**config.mk**
```make
export PLATFORM = sky130hd
export DESIGN_NAME = pmt_timer
export DESIGN_NICKNAME = d
export VERILOG_FILES = /design/src/pmt_pkg.sv /design/src/pmt_tick_if.sv /design/src/pmt_timer.sv /design/src/pmt_prescaler.sv
export VERILOG_INCLUDE_DIRS = /design/src
export SDC_FILE = /design/constraint.sdc
export NUM_CORES = 1
export LEC_CHECK = 0
export BUFFER_PORTS_ARGS = -buffer_cell sky130_fd_sc_hd__buf_4
export CORE_UTILIZATION = 40
export DETAILED_ROUTE_END_ITERATION = 6
export GPL_TIMING_DRIVEN = 0
export PLACE_DENSITY = 0.68
export SYNTH_ARGS = -nofsm -noshare
export SYNTH_HDL_FRONTEND = slang
export SYNTH_SLANG_ARGS = --single-unit
```
**constraint.sdc**
```tcl
create_clock -name aclk -period 1.8 [get_ports aclk]
set_input_delay 0.27 -clock aclk [delete_from_list [all_inputs] [get_ports aclk]]
set_output_delay 0.27 -clock aclk [all_outputs]
set_load 0.05 [all_outputs]
```
**src/pmt_cfg.svh**
```systemverilog
`ifndef PMT_CFG_SVH
`define PMT_CFG_SVH

// register byte addresses
`define PMT_ADDR_CONTROL 8'h00
`define PMT_ADDR_COUNT 8'h04
`define PMT_ADDR_PERIOD 8'h08
`define PMT_ADDR_STATUS 8'h0C
`define PMT_ADDR_MASK 8'h10

// control field positions
`define PMT_CTL_PRE_LSB 0
`define PMT_CTL_PRE_MSB 1
`define PMT_CTL_RUN_BIT 2
`define PMT_CTL_POST_LSB 3
`define PMT_CTL_POST_MSB 6
`define PMT_CTL_UNUSED_BIT 7

// status and mask bit positions
`define PMT_ST_FLAG_BIT 0
`define PMT_ST_MATCH_BIT 1

// reset values
`define PMT_RST_CONTROL 7'h00
`define PMT_RST_COUNT 8'h00
`define PMT_RST_PERIOD 8'hFF
`define PMT_RST_STATUS 2'h0
`define PMT_RST_MASK 2'h0

// instruction cycle is four oscillator clocks
`define PMT_INST_DIV 4
// prescaler terminal counts for ratios 1, 4 and 16
`define PMT_PRE_TERM_1 4'h0
`define PMT_PRE_TERM_4 4'h3
`define PMT_PRE_TERM_16 4'hF

`define PMT_RESP_OKAY 2'h0
`define PMT_RESP_SLVERR 2'h2

`endif

```
**src/pmt_pkg.sv**
```systemverilog
`default_nettype none

package pmt_pkg;

    typedef logic [7:0] pmt_byte_type;

    typedef struct packed {
        logic [3:0] postscale_select;
        logic timer_run;
        logic [1:0] prescale_select;
    } pmt_ctrl_type;

    typedef enum logic [0:0] {
        PMT_RD_IDLE,
        PMT_RD_VALID
    } pmt_rd_state_type;

endpackage

`default_nettype wire

```
**src/pmt_tick_if.sv**
```systemverilog
`timescale 1ns/1ps
`default_nettype none

interface pmt_tick_if;
    logic run;
    logic clr;
    logic [1:0] sel;
    logic tick;

    modport ctrl (output run, output clr, output sel, input tick);
    modport pre (input run, input clr, input sel, output tick);
endinterface

`default_nettype wire

```
**src/pmt_timer.sv**
```systemverilog
// Contract
// RULE1 - count and period registers are 8 bits, readable and writable any time
// RULE2 - count rises from 00h to period, next tick returns it to 00h
// RULE3 - reset loads period register with FFh
// RULE4 - reset clears count register
// RULE5 - counter input is instruction clock through a 1, 4 or 16 prescaler
// RULE6 - prescale field 00 divides by 1, 01 by 4, 1x by 16
// RULE7 - matches feed a 4-bit postscaler that sets the interrupt flag
// RULE8 - postscale field in control bits 6..3 gives ratio value plus one
// RULE9 - count write, control write and reset clear prescaler and postscaler
// RULE10 - control write leaves the count unchanged
// RULE11 - control bit 2 runs the timer when set, stops it when clear
// RULE12 - after reset the timer is off and control reads zero
// RULE13 - control bit 7 is unimplemented and reads zero
// RULE14 - pre-postscaler match goes out as serial port shift clock source
// RULE15 - count and match go out as time base for the PWM unit
// RULE16 - postscaled match latches in a flag until software clears it
// RULE17 - while stopped, counters hold and no match or flag occurs
`timescale 1ns/1ps
`default_nettype none
`include "pmt_cfg.svh"

module pmt_timer
    import pmt_pkg::*;
#(
    parameter int COUNT_W = 8,
    parameter int POST_W = 4
) (
    input wire logic aclk,
    input wire logic aresetn,
    input wire logic [7:0] s_axi_awaddr,
    input wire logic [2:0] s_axi_awprot,
    input wire logic s_axi_awvalid,
    output logic s_axi_awready,
    input wire logic [31:0] s_axi_wdata,
    input wire logic [3:0] s_axi_wstrb,
    input wire logic s_axi_wvalid,
    output logic s_axi_wready,
    output logic [1:0] s_axi_bresp,
    output logic s_axi_bvalid,
    input wire logic s_axi_bready,
    input wire logic [7:0] s_axi_araddr,
    input wire logic [2:0] s_axi_arprot,
    input wire logic s_axi_arvalid,
    output logic s_axi_arready,
    output logic [31:0] s_axi_rdata,
    output logic [1:0] s_axi_rresp,
    output logic s_axi_rvalid,
    input wire logic s_axi_rready,
    output logic irq,
    output logic period_match,
    output logic [7:0] timer_count_out
);

    generate
        if (COUNT_W != 8 || POST_W != 4) begin : g_bad_width
            $error("pmt_timer: only an 8-bit count and 4-bit postscaler are served");
        end
    endgenerate

    pmt_tick_if tk ();

    pmt_ctrl_type control_ff;
    pmt_byte_type count_ff;
    pmt_byte_type period_ff;
    logic [3:0] post_cnt_ff;
    logic [1:0] status_ff;
    logic [1:0] mask_ff;
    logic match_ff;

    logic aw_held_ff;
    logic w_held_ff;
    logic [7:0] awaddr_ff;
    logic [7:0] wdata_ff;
    logic wstrb0_ff;
    logic bvalid_ff;
    logic [1:0] bresp_ff;
    pmt_rd_state_type rd_state_ff;
    logic [31:0] rdata_ff;
    logic [1:0] rresp_ff;

    logic do_write;
    logic wr_ok;
    logic wr_control;
    logic wr_count;
    logic wr_period;
    logic wr_status;
    logic wr_mask;
    logic ar_take;
    logic match_now;
    logic post_evt;
    logic [1:0] nxt_status;
    logic [31:0] nxt_rdata;
    logic [1:0] nxt_rresp;

    // ---------------- write channel ----------------
    assign s_axi_awready = !aw_held_ff && !bvalid_ff;
    assign s_axi_wready = !w_held_ff && !bvalid_ff;
    assign s_axi_bvalid = bvalid_ff;
    assign s_axi_bresp = bresp_ff;
    assign do_write = aw_held_ff && w_held_ff && !bvalid_ff;

    always_ff @(posedge aclk) begin
        if (!aresetn) begin
            aw_held_ff <= 1'b0;
            awaddr_ff <= 8'h00;
        end else if (s_axi_awvalid && s_axi_awready) begin
            aw_held_ff <= 1'b1;
            awaddr_ff <= s_axi_awaddr;
        end else if (do_write) begin
            aw_held_ff <= 1'b0;
        end
    end

    always_ff @(posedge aclk) begin
        if (!aresetn) begin
            w_held_ff <= 1'b0;
            wdata_ff <= 8'h00;
            wstrb0_ff <= 1'b0;
        end else if (s_axi_wvalid && s_axi_wready) begin
            w_held_ff <= 1'b1;
            wdata_ff <= s_axi_wdata[7:0];
            wstrb0_ff <= s_axi_wstrb[0];
        end else if (do_write) begin
            w_held_ff <= 1'b0;
        end
    end

    // registers live in byte lane 0; other lanes are ignored
    always_comb begin
        wr_ok = 1'b1;
        wr_control = 1'b0;
        wr_count = 1'b0;
        wr_period = 1'b0;
        wr_status = 1'b0;
        wr_mask = 1'b0;
        if (awaddr_ff == `PMT_ADDR_CONTROL) begin
            wr_control = do_write && wstrb0_ff;
        end else if (awaddr_ff == `PMT_ADDR_COUNT) begin
            wr_count = do_write && wstrb0_ff;
        end else if (awaddr_ff == `PMT_ADDR_PERIOD) begin
            wr_period = do_write && wstrb0_ff;
        end else if (awaddr_ff == `PMT_ADDR_STATUS) begin
            wr_status = do_write && wstrb0_ff;
        end else if (awaddr_ff == `PMT_ADDR_MASK) begin
            wr_mask = do_write && wstrb0_ff;
        end else begin
            wr_ok = 1'b0;
        end
    end

    always_ff @(posedge aclk) begin
        if (!aresetn) begin
            bvalid_ff <= 1'b0;
            bresp_ff <= `PMT_RESP_OKAY;
        end else if (do_write) begin
            bvalid_ff <= 1'b1;
            bresp_ff <= wr_ok ? `PMT_RESP_OKAY : `PMT_RESP_SLVERR;
        end else if (s_axi_bready) begin
            bvalid_ff <= 1'b0;
        end
    end

    // ---------------- read channel ----------------
    assign s_axi_arready = (rd_state_ff == PMT_RD_IDLE);
    assign s_axi_rvalid = (rd_state_ff == PMT_RD_VALID);
    assign s_axi_rdata = rdata_ff;
    assign s_axi_rresp = rresp_ff;
    assign ar_take = s_axi_arvalid && s_axi_arready;

    always_comb begin
        nxt_rdata = 32'h0000_0000;
        nxt_rresp = `PMT_RESP_OKAY;
        if (s_axi_araddr == `PMT_ADDR_CONTROL) begin
            nxt_rdata[6:0] = control_ff; // RULE13
        end else if (s_axi_araddr == `PMT_ADDR_COUNT) begin
            nxt_rdata[7:0] = count_ff; // RULE1
        end else if (s_axi_araddr == `PMT_ADDR_PERIOD) begin
            nxt_rdata[7:0] = period_ff; // RULE1
        end else if (s_axi_araddr == `PMT_ADDR_STATUS) begin
            nxt_rdata[1:0] = status_ff;
        end else if (s_axi_araddr == `PMT_ADDR_MASK) begin
            nxt_rdata[1:0] = mask_ff;
        end else begin
            nxt_rresp = `PMT_RESP_SLVERR;
        end
    end

    always_ff @(posedge aclk) begin
        if (!aresetn) begin
            rd_state_ff <= PMT_RD_IDLE;
            rdata_ff <= 32'h0000_0000;
            rresp_ff <= `PMT_RESP_OKAY;
        end else begin
            case (rd_state_ff)
                PMT_RD_IDLE: begin
                    if (ar_take) begin
                        rd_state_ff <= PMT_RD_VALID;
                        rdata_ff <= nxt_rdata;
                        rresp_ff <= nxt_rresp;
                    end
                end
                PMT_RD_VALID: begin
                    if (s_axi_rready) begin
                        rd_state_ff <= PMT_RD_IDLE;
                    end
                end
                default: begin
                    rd_state_ff <= PMT_RD_IDLE;
                end
            endcase
        end
    end

    // ---------------- control and period ----------------
    always_ff @(posedge aclk) begin
        if (!aresetn) begin
            control_ff <= `PMT_RST_CONTROL; // RULE12
        end else if (wr_control) begin
            control_ff <= wdata_ff[`PMT_CTL_POST_MSB:`PMT_CTL_PRE_LSB];
        end
    end

    always_ff @(posedge aclk) begin
        if (!aresetn) begin
            period_ff <= `PMT_RST_PERIOD; // RULE3
        end else if (wr_period) begin
            period_ff <= wdata_ff;
        end
    end

    // ---------------- prescaler ----------------
    assign tk.run = control_ff.timer_run; // RULE11
    assign tk.sel = control_ff.prescale_select;
    assign tk.clr = wr_control || wr_count; // RULE9

    pmt_prescaler #(
        .INST_DIV(`PMT_INST_DIV)
    ) u_pre (
        .aclk(aclk),
        .aresetn(aresetn),
        .tk(tk.pre)
    );

    // ---------------- count and match ----------------
    // tick is already gated by run and by the clear
    assign match_now = tk.tick && (count_ff == period_ff) && !wr_count;

    always_ff @(posedge aclk) begin
        if (!aresetn) begin
            count_ff <= `PMT_RST_COUNT; // RULE4
        end else if (wr_count) begin
            count_ff <= wdata_ff; // RULE1
        end else if (tk.tick) begin // RULE10
            if (count_ff == period_ff) begin
                count_ff <= 8'h00; // RULE2
            end else begin
                count_ff <= count_ff + 8'h01;
            end
        end
    end

    always_ff @(posedge aclk) begin
        if (!aresetn) begin
            match_ff <= 1'b0;
        end else begin
            match_ff <= match_now; // RULE14
        end
    end

    // one shared pulse: serial port shift clock and PWM time base
    assign period_match = match_ff; // RULE14
    assign timer_count_out = count_ff; // RULE15

    // ---------------- postscaler ----------------
    assign post_evt = match_now && (post_cnt_ff == control_ff.postscale_select); // RULE8

    always_ff @(posedge aclk) begin
        if (!aresetn || tk.clr) begin
            post_cnt_ff <= 4'h0; // RULE9
        end else if (post_evt) begin
            post_cnt_ff <= 4'h0;
        end else if (match_now) begin
            post_cnt_ff <= post_cnt_ff + 4'h1; // RULE7
        end
    end

    // ---------------- interrupt status ----------------
    // set wins over a same-cycle clear so no event is lost
    always_comb begin
        nxt_status = status_ff;
        if (wr_status) begin
            nxt_status = status_ff & ~wdata_ff[1:0];
        end
        nxt_status[`PMT_ST_FLAG_BIT] = nxt_status[`PMT_ST_FLAG_BIT] | post_evt; // RULE16
        nxt_status[`PMT_ST_MATCH_BIT] = nxt_status[`PMT_ST_MATCH_BIT] | match_now;
    end

    always_ff @(posedge aclk) begin
        if (!aresetn) begin
            status_ff <= `PMT_RST_STATUS;
        end else begin
            status_ff <= nxt_status;
        end
    end

    always_ff @(posedge aclk) begin
        if (!aresetn) begin
            mask_ff <= `PMT_RST_MASK;
        end else if (wr_mask) begin
            mask_ff <= wdata_ff[1:0];
        end
    end

    assign irq = |(status_ff & mask_ff);
endmodule

`default_nettype wire

```
**src/pmt_prescaler.sv**
```systemverilog
`timescale 1ns/1ps
`default_nettype none
`include "pmt_cfg.svh"

module pmt_prescaler
    import pmt_pkg::*;
#(
    parameter int INST_DIV = `PMT_INST_DIV
) (
    input wire logic aclk,
    input wire logic aresetn,
    pmt_tick_if.pre tk
);

    localparam int DW = (INST_DIV > 1) ? $clog2(INST_DIV) : 1;
    localparam logic [DW-1:0] INST_LAST = DW'(INST_DIV - 1);

    generate
        if (INST_DIV < 2) begin : g_bad_div
            $error("pmt_prescaler: INST_DIV must be at least 2");
        end
    endgenerate

    logic [DW-1:0] inst_cnt_ff;
    logic [3:0] pre_cnt_ff;
    logic [3:0] pre_term;
    logic inst_tick;

    // instruction-cycle divider runs free; it belongs to the core clock
    assign inst_tick = (inst_cnt_ff == INST_LAST);

    always_ff @(posedge aclk) begin
        if (!aresetn || inst_tick) begin
            inst_cnt_ff <= '0;
        end else begin
            inst_cnt_ff <= inst_cnt_ff + DW'(1);
        end
    end

    always_comb begin
        if (tk.sel[1]) begin // RULE6
            pre_term = `PMT_PRE_TERM_16;
        end else if (tk.sel[0]) begin
            pre_term = `PMT_PRE_TERM_4;
        end else begin
            pre_term = `PMT_PRE_TERM_1;
        end
    end

    // a clear masks the tick so a control write never moves the count
    assign tk.tick = inst_tick && tk.run && !tk.clr && (pre_cnt_ff == pre_term); // RULE5

    always_ff @(posedge aclk) begin
        if (!aresetn || tk.clr) begin // RULE9
            pre_cnt_ff <= 4'h0;
        end else if (inst_tick && tk.run) begin // RULE17
            if (pre_cnt_ff >= pre_term) begin
                pre_cnt_ff <= 4'h0;
            end else begin
                pre_cnt_ff <= pre_cnt_ff + 4'h1;
            end
        end
    end
endmodule

`default_nettype wire

```
Yosys cells after proc, flatten, opt, wreduce, memory -nomap -nowiden. Cells that the tools add are included. Widths: inputs -> output; s select.

Flip-flop bits (word level): 71. Bits in latches: 0. Memory bits (writable): 0. Memory bits (read-only): 0. Word-level logic and storage cells: 124. Memories: 0.

$add $sub $neg: 4. Multiply operators: 0. Divide/modulo/power cells: 0. Order comparisons: 1. Equality and inequality tests: 12. Shift-type cells: 0. Multiplexer cells: 48. Bitwise operators: 6. Reduce and logical (&&, ||, !) cells: 32.

Operator list (count): $eq 8x4->1 const B (4); $mux 8 (4); $mux 1 (28); $mux 2 (11); $eq 8x3->1 const B (2); $eq 8x5->1 const B (2); $logic_not 8->1 (2); $logic_and 1x1->1 (14); $add 4x1->4 const B (2); $add 8x1->8 const B (1); $eq 4x4->1 (2); $eq 8x8->1 (1); $mux 4 (2); $reduce_bool 2->1 (4); $mux 7 (1); $logic_not 1->1 (6); $mux 6 (1); $and 2x2->2 (2); $ge 4x4->1 (1); $reduce_or 2->1 (2); $logic_or 1x1->1 (3); $add 2x1->2 const B (1); $eq 2x2->1 const B (1); $not 2->2 (1); other kinds (4) (5).

Logic depth before layout (Yosys ltp).
Depth in word-level cells: 13. Depth in mapped cells: 9.

Modules after synthesis. A second synthesis with hierarchy kept.

Cell total of the unflattened synthesis: 437. Area total of the unflattened synthesis: 3678.5 um^2.

By module, submodules not included: pmt_timer (times used 1, cells an instance 391, area an instance 3268.1 um^2, seq. area each 1261.2 um^2); pmt_prescaler (times used 1, cells an instance 46, area an instance 410.4 um^2, seq. area each 120.1 um^2).

Worst setup path after synthesis. Ideal clock, no wire load.

Path kind: register to register. Start: reg count_ff[5], in the netlist timer_count_out[5]. End: reg post_cnt_ff[3]. Library setup time: 0.070 ns. Arrival time: 2.013 ns. Data required time: 1.730 ns. Slack: -0.283 ns. Stages on the path, launching flop included: 6. Path buffers: 0. Period minus slack after synthesis: 2.083 ns. Cells stage by stage: dfxtp_1 xor2_1 nor4_2 nand4_2 or3_1 a21oi_1.

Cells in the longest elaborated chain, start to end: 5.

RTL lines: from (decl) (line pmt_timer.sv:64) `pmt_byte_type count_ff;`; from (signal assigned) (line pmt_timer.sv:251) `` count_ff <= `PMT_RST_COUNT; ``; from (signal assigned) (line pmt_timer.sv:253) `count_ff <= wdata_ff;`; from (signal assigned) (line pmt_timer.sv:258) `count_ff <= count_ff + 8'h01;`; $eq 8x8->1 (*) (line pmt_timer.sv:247) `assign match_now = tk.tick && (count_ff == period_ff) && !wr_count;`; $logic_and 1x1->1 (*) (2 in series) (line pmt_timer.sv:247); $logic_and 1x1->1 (line pmt_timer.sv:276) `assign post_evt = match_now && (post_cnt_ff == control_ff.postscale_select);`; $reduce_or 2->1 (no source line); to (signal assigned) (line pmt_timer.sv:284) `post_cnt_ff <= post_cnt_ff + 4'h1;`; to (decl) (line pmt_timer.sv:66) `logic [3:0] post_cnt_ff;`.

Every way passes the cells marked *; elsewhere a longest branch is shown, timed or not. A chain may end at the register's enable or synchronous reset.

Worst setup path after layout.
Start: reg control_ff (netlist bit tk.sel[1]). End: reg count_ff[0], in the netlist timer_count_out[0].

Cells in the longest elaborated chain, start to end: 4.

RTL lines: from (decl) (line pmt_timer.sv:63) `pmt_ctrl_type control_ff;`; from (signal assigned) (line pmt_timer.sv:218) `` control_ff <= `PMT_RST_CONTROL; ``; from (signal assigned) (line pmt_timer.sv:220) `` control_ff <= wdata_ff[`PMT_CTL_POST_MSB:`PMT_CTL_PRE_LSB]; ``; $mux 4 (line pmt_prescaler.sv:41) `if (tk.sel[1]) begin`; $eq 4x4->1 (line pmt_prescaler.sv:51) `assign tk.tick = inst_tick && tk.run && !tk.clr && (pre_cnt_ff == pre_term);`; $logic_and 1x1->1 (line pmt_prescaler.sv:51); $reduce_bool 2->1 (no source line).

Every way passes these cells.

==> summary.txt <==
Logic synthesis
  • Area leader, netlist: dfxtp_1
  • Yosys reg bits: 69
  • Synth Cell Area: 3520 um^2
  • Synth top area share: 39.2%
  • Seq/Total Area, Yosys: 39.2%
  • Asr flop ratio synth: 0%
  • Synth Warn #: 0
  • Mapped Cells: 437
  • Synth Flop Type: dfxtp_1
  • Unique masters post-synth: 53
  • Number of synthesized flops with an enable pin: 0
  • Largest cells by area after synthesis: dfxtp_1, nand2_1, buf_4, a21oi_1, o21ai_0
  • Mean post-synth cell area: 8.06 um^2

Power and ir drop
  • Int Power: 2.36 mW
  • Sequential share of power: 48.5%
  • Comb power frac: 17.6%
  • Leakage: 2.03 nW
  • Net Sw Frac: 29.9%
  • VDD IR-drop max: 324 uV
  • Power per cell area: 698 nW/um^2
  • Psw: 1.01 mW
  • Clock power share: 33.8%

Global routing
  • Vias in the first global route: 3164
  • Largest net degree at the start of global routing: 11
  • Global-route wire length before repair: 15.2 mm
  • Global-route usage over all layers: 22.0%
  • Total grt overflow: 0
  • Initial antenna violation count: 0

Detailed routing
  • WL per Instance: 14.4 um
  • Met3 WL: 490 um
  • WL met1: 4.24 mm
  • Top Layer Used: met4
  • Starting DRC count in detailed routing: 166
  • Post-route ant nets: 0
  • Pre-Repair DR Iteration Count: 4
  • Via total after detailed routing: 3377
  • Final wirelength: 9.47 mm
  • DR WL met2: 4.53 mm
  • Residual DRC: 0
  • Vias per cell: 5.13

Timing
  • Final Skew: 0.00631 ns
  • Slew Viols, Final: 0
  • Max Freq: 481 MHz
  • Tmin final: 2.08 ns
  • RSZ-0062 raised after global routing: yes
  • Tcrit/Tclk final: 115%
  • Slew HR: 52.1%
  • Worst-margin pin slew: 0.719 ns
  • Hold Vio Cnt, Final: 0
  • Final setup margin: -0.278 ns
  • # setup viols final: 36
  • Sum Neg Setup Slack: -4.69 ns

Die
  • # rows: 33
  • IO Count: 116
  • Height of the chip: 95.9 um
  • Initial core utilization: 42.0%
  • Die area: 9190 um^2
  • Die W: 95.9 um
  • Core area: 8380 um^2

Cells and area
  • Final net count: 621
  • P&R area growth vs syn: 37.2%
  • Diodes inserted: 0
  • Share of cells above drive strength 1: 33.8%
  • Post-route cell area: 4830 um^2
  • Fillers: 776

Critical path
  • Critical-path top delay cell: dfxtp_2
  • Critical path class: flip-flop to flip-flop
  • CP Data Required Time: 2.07 ns
  • Crit-path max cell delay: 0.33 ns
  • Top cell family by delay on the critical path: simple AND/OR/NAND/NOR gates
  • Bufs and invs on worst path: 1
  • CP cell instances: or2_4 > ha_4 > nand4_1 > nor2_4 > nand2_4 > buf_6 > or3_1 > a31oi_1
  • Startpoint types: flip-flop
  • Setup crit end kind: flip-flop
  • Arrival time of the worst setup path: 2.35 ns
  • CP Max Fanout: 5

Clock network
  • Count of hold-fix buffers inserted at cts: 0
  • Cts bufs inserted: 9
  • CTS tree: yes
  • Clock root buffer: clkbuf_8
  • Clock buffer depth: 2
  • Clock Latency Late Sink: 0.35 ns
  • H-tree Lvls: 3
  • CTS sink count: 69
  • Clock-pin slew on the worst setup and hold paths: 0.07 ns

Place
  • Area after DPL: 4240 um^2
  • Gpl congestion: 0.863
  • Number of port buffers: 55
  • Dpl hpwl: 6.65 mm

Hold path
  • Min-delay worst type: input pin to flip-flop

Outcome
  • Status: complete, but fails checks
  • Violated checks: negative setup slack

Job
  • MaxCap Viol Count: 0
-- synth_stat cells (3+ instances only) --
cell type  count
and2_1         4
clkbuf_1      16
xor2_1        11
nand3_1       10
a2bb2oi_1      3
a21oi_1       37
mux2i_1       10
nand4_1        3
inv_1         14
dfxtp_1       69
nor2_1        24
nor3_1        18
a22oi_1        3
nand2b_1       8
buf_4         27
xnor2_1        5
o21ai_0       26
or3_1          3
a31oi_1       13
nand2_1       76
nor2b_1        3
ha_1           8
or4_1          3
-- worst register-to-register path, cell delays in order (launching register included) --
cell and delay (ns):
dfxtp_2 0.33, or2_4 0.26, ha_4 0.26, nand4_1 0.20, nor2_4 0.25, nand2_4 0.10
buf_6 0.14, or3_1 0.30, a31oi_1 0.16
-- metal layers --
| layer | global-route usage [%] | vias to the layer above |
|---|---|---|
| met5 | 0 | - |
| met4 | 8.21 | 0 |
| met3 | 4.74 | 22 |
| met2 | 36.4 | 107 |
| met1 | 28.1 | 1553 |
| li1 | - | 1695 |
-- flip-flops by register name, indices dropped and copies added, names as in the netlist, 2 cells and up --
| name | cells |
|---|---|
| u_pre.inst_cnt_ff | 2 |
| tk.sel | 2 |
| post_cnt_ff | 4 |
| wdata_ff | 8 |
| period_ff | 8 |
| awaddr_ff | 8 |
| mask_ff | 2 |
| status_ff | 2 |
| u_pre.pre_cnt_ff | 4 |
| timer_count_out | 8 |
| s_axi_rdata | 8 |
| control_ff | 4 |
-- power by group through the flow --
stage	Clock, mW	Combinational, mW	Sequential, mW
after detailed placement	0	0.559	1.66
after floorplan	0	0.367	1.70
after global routing	1.22	0.646	1.64
final	1.14	0.595	1.64
after CTS	1.14	0.590	1.63
after global placement	0	0.552	1.66
-- placed cells by master, fill, tap and decap left out, types with 9 or more instances in the layout --
cell / netlist / final
a21oi_1: 37 / 30
a31oi_1: 13 / 13
buf_4: 27 / 94
clkbuf_1: 16 / 17
clkbuf_8: 0 / 13
conb_1: 1 / 26
dfxtp_1: 69 / 52
dfxtp_2: 0 / 15
inv_1: 14 / 14
mux2i_1: 10 / 10
nand2_1: 76 / 68
nand3_1: 10 / 9
nor2_1: 24 / 19
nor3_1: 18 / 14
o21ai_0: 26 / 21
xor2_1: 11 / 11
-- kinds of logic (layout without fill, tap and decap cells) --
family	count (synthesis)	in the layout	synth area share, %
compound gates	100	100	16.8
other cells	1	26	0.106
flops	69	69	39.2
simple gates	173	174	24.5
mux	12	12	3.48
xor+xnor	16	16	3.98
fa+ha+maj	8	8	2.84
buf+inv	58	148	9.06
-- layout make-up --
type	count	area [um^2]	area share [%]
plain buffers	41	269	5.56
inverters	15	56.3	1.16
clock inverters	1	5.00	0.104
well taps	105	131	2.72
multi-input cells	336	2190	45.2
repair buffers	76	612	12.7
clock buffers	15	166	3.44
flip-flops and latches	69	1410	29.1
-- through the flow --
step           instances  hold WS [ns]  setup WS, ns  util (%)  total power, mW
5_1_grt              658         0.106        -0.354      57.7             3.51
4_1_cts              656        0.0955        -0.219      56.5             3.37
2_1_floorplan        462         0.363        -0.104         -             2.07
3_5_place_dp         622         0.411        -0.379      50.6             2.22
3_3_place_gp         622         0.407        -0.327      50.6             2.21
6_report             658        0.0935        -0.278      57.7             3.38
-- path summary, 6_finish.rpt --
check	start	end	slack, ns	cells after the start
worst max-delay path	tk.sel[1]	timer_count_out[0]	-0.28	8
worst min-delay path	s_axi_rready	s_axi_rvalid	0.09	2
worst max register to register	tk.sel[1]	timer_count_out[0]	-0.28	8
worst min register to register	u_pre.inst_cnt_ff[0]	u_pre.inst_cnt_ff[0]	0.42	1
-- what timing repair did --
| item | CTS | global route |
|---|---|---|
| endpoints found under the hold margin | 0 | 0 |
| endpoints found under the setup margin | 31 | 36 |
| gates cloned | 3 | 0 |
| buffers inserted | 17 | 3 |
| gates resized for setup | 44 | 22 |
| pin swaps | 39 | 26 |
No activity file was read; power rests on OpenSTA's default activity.
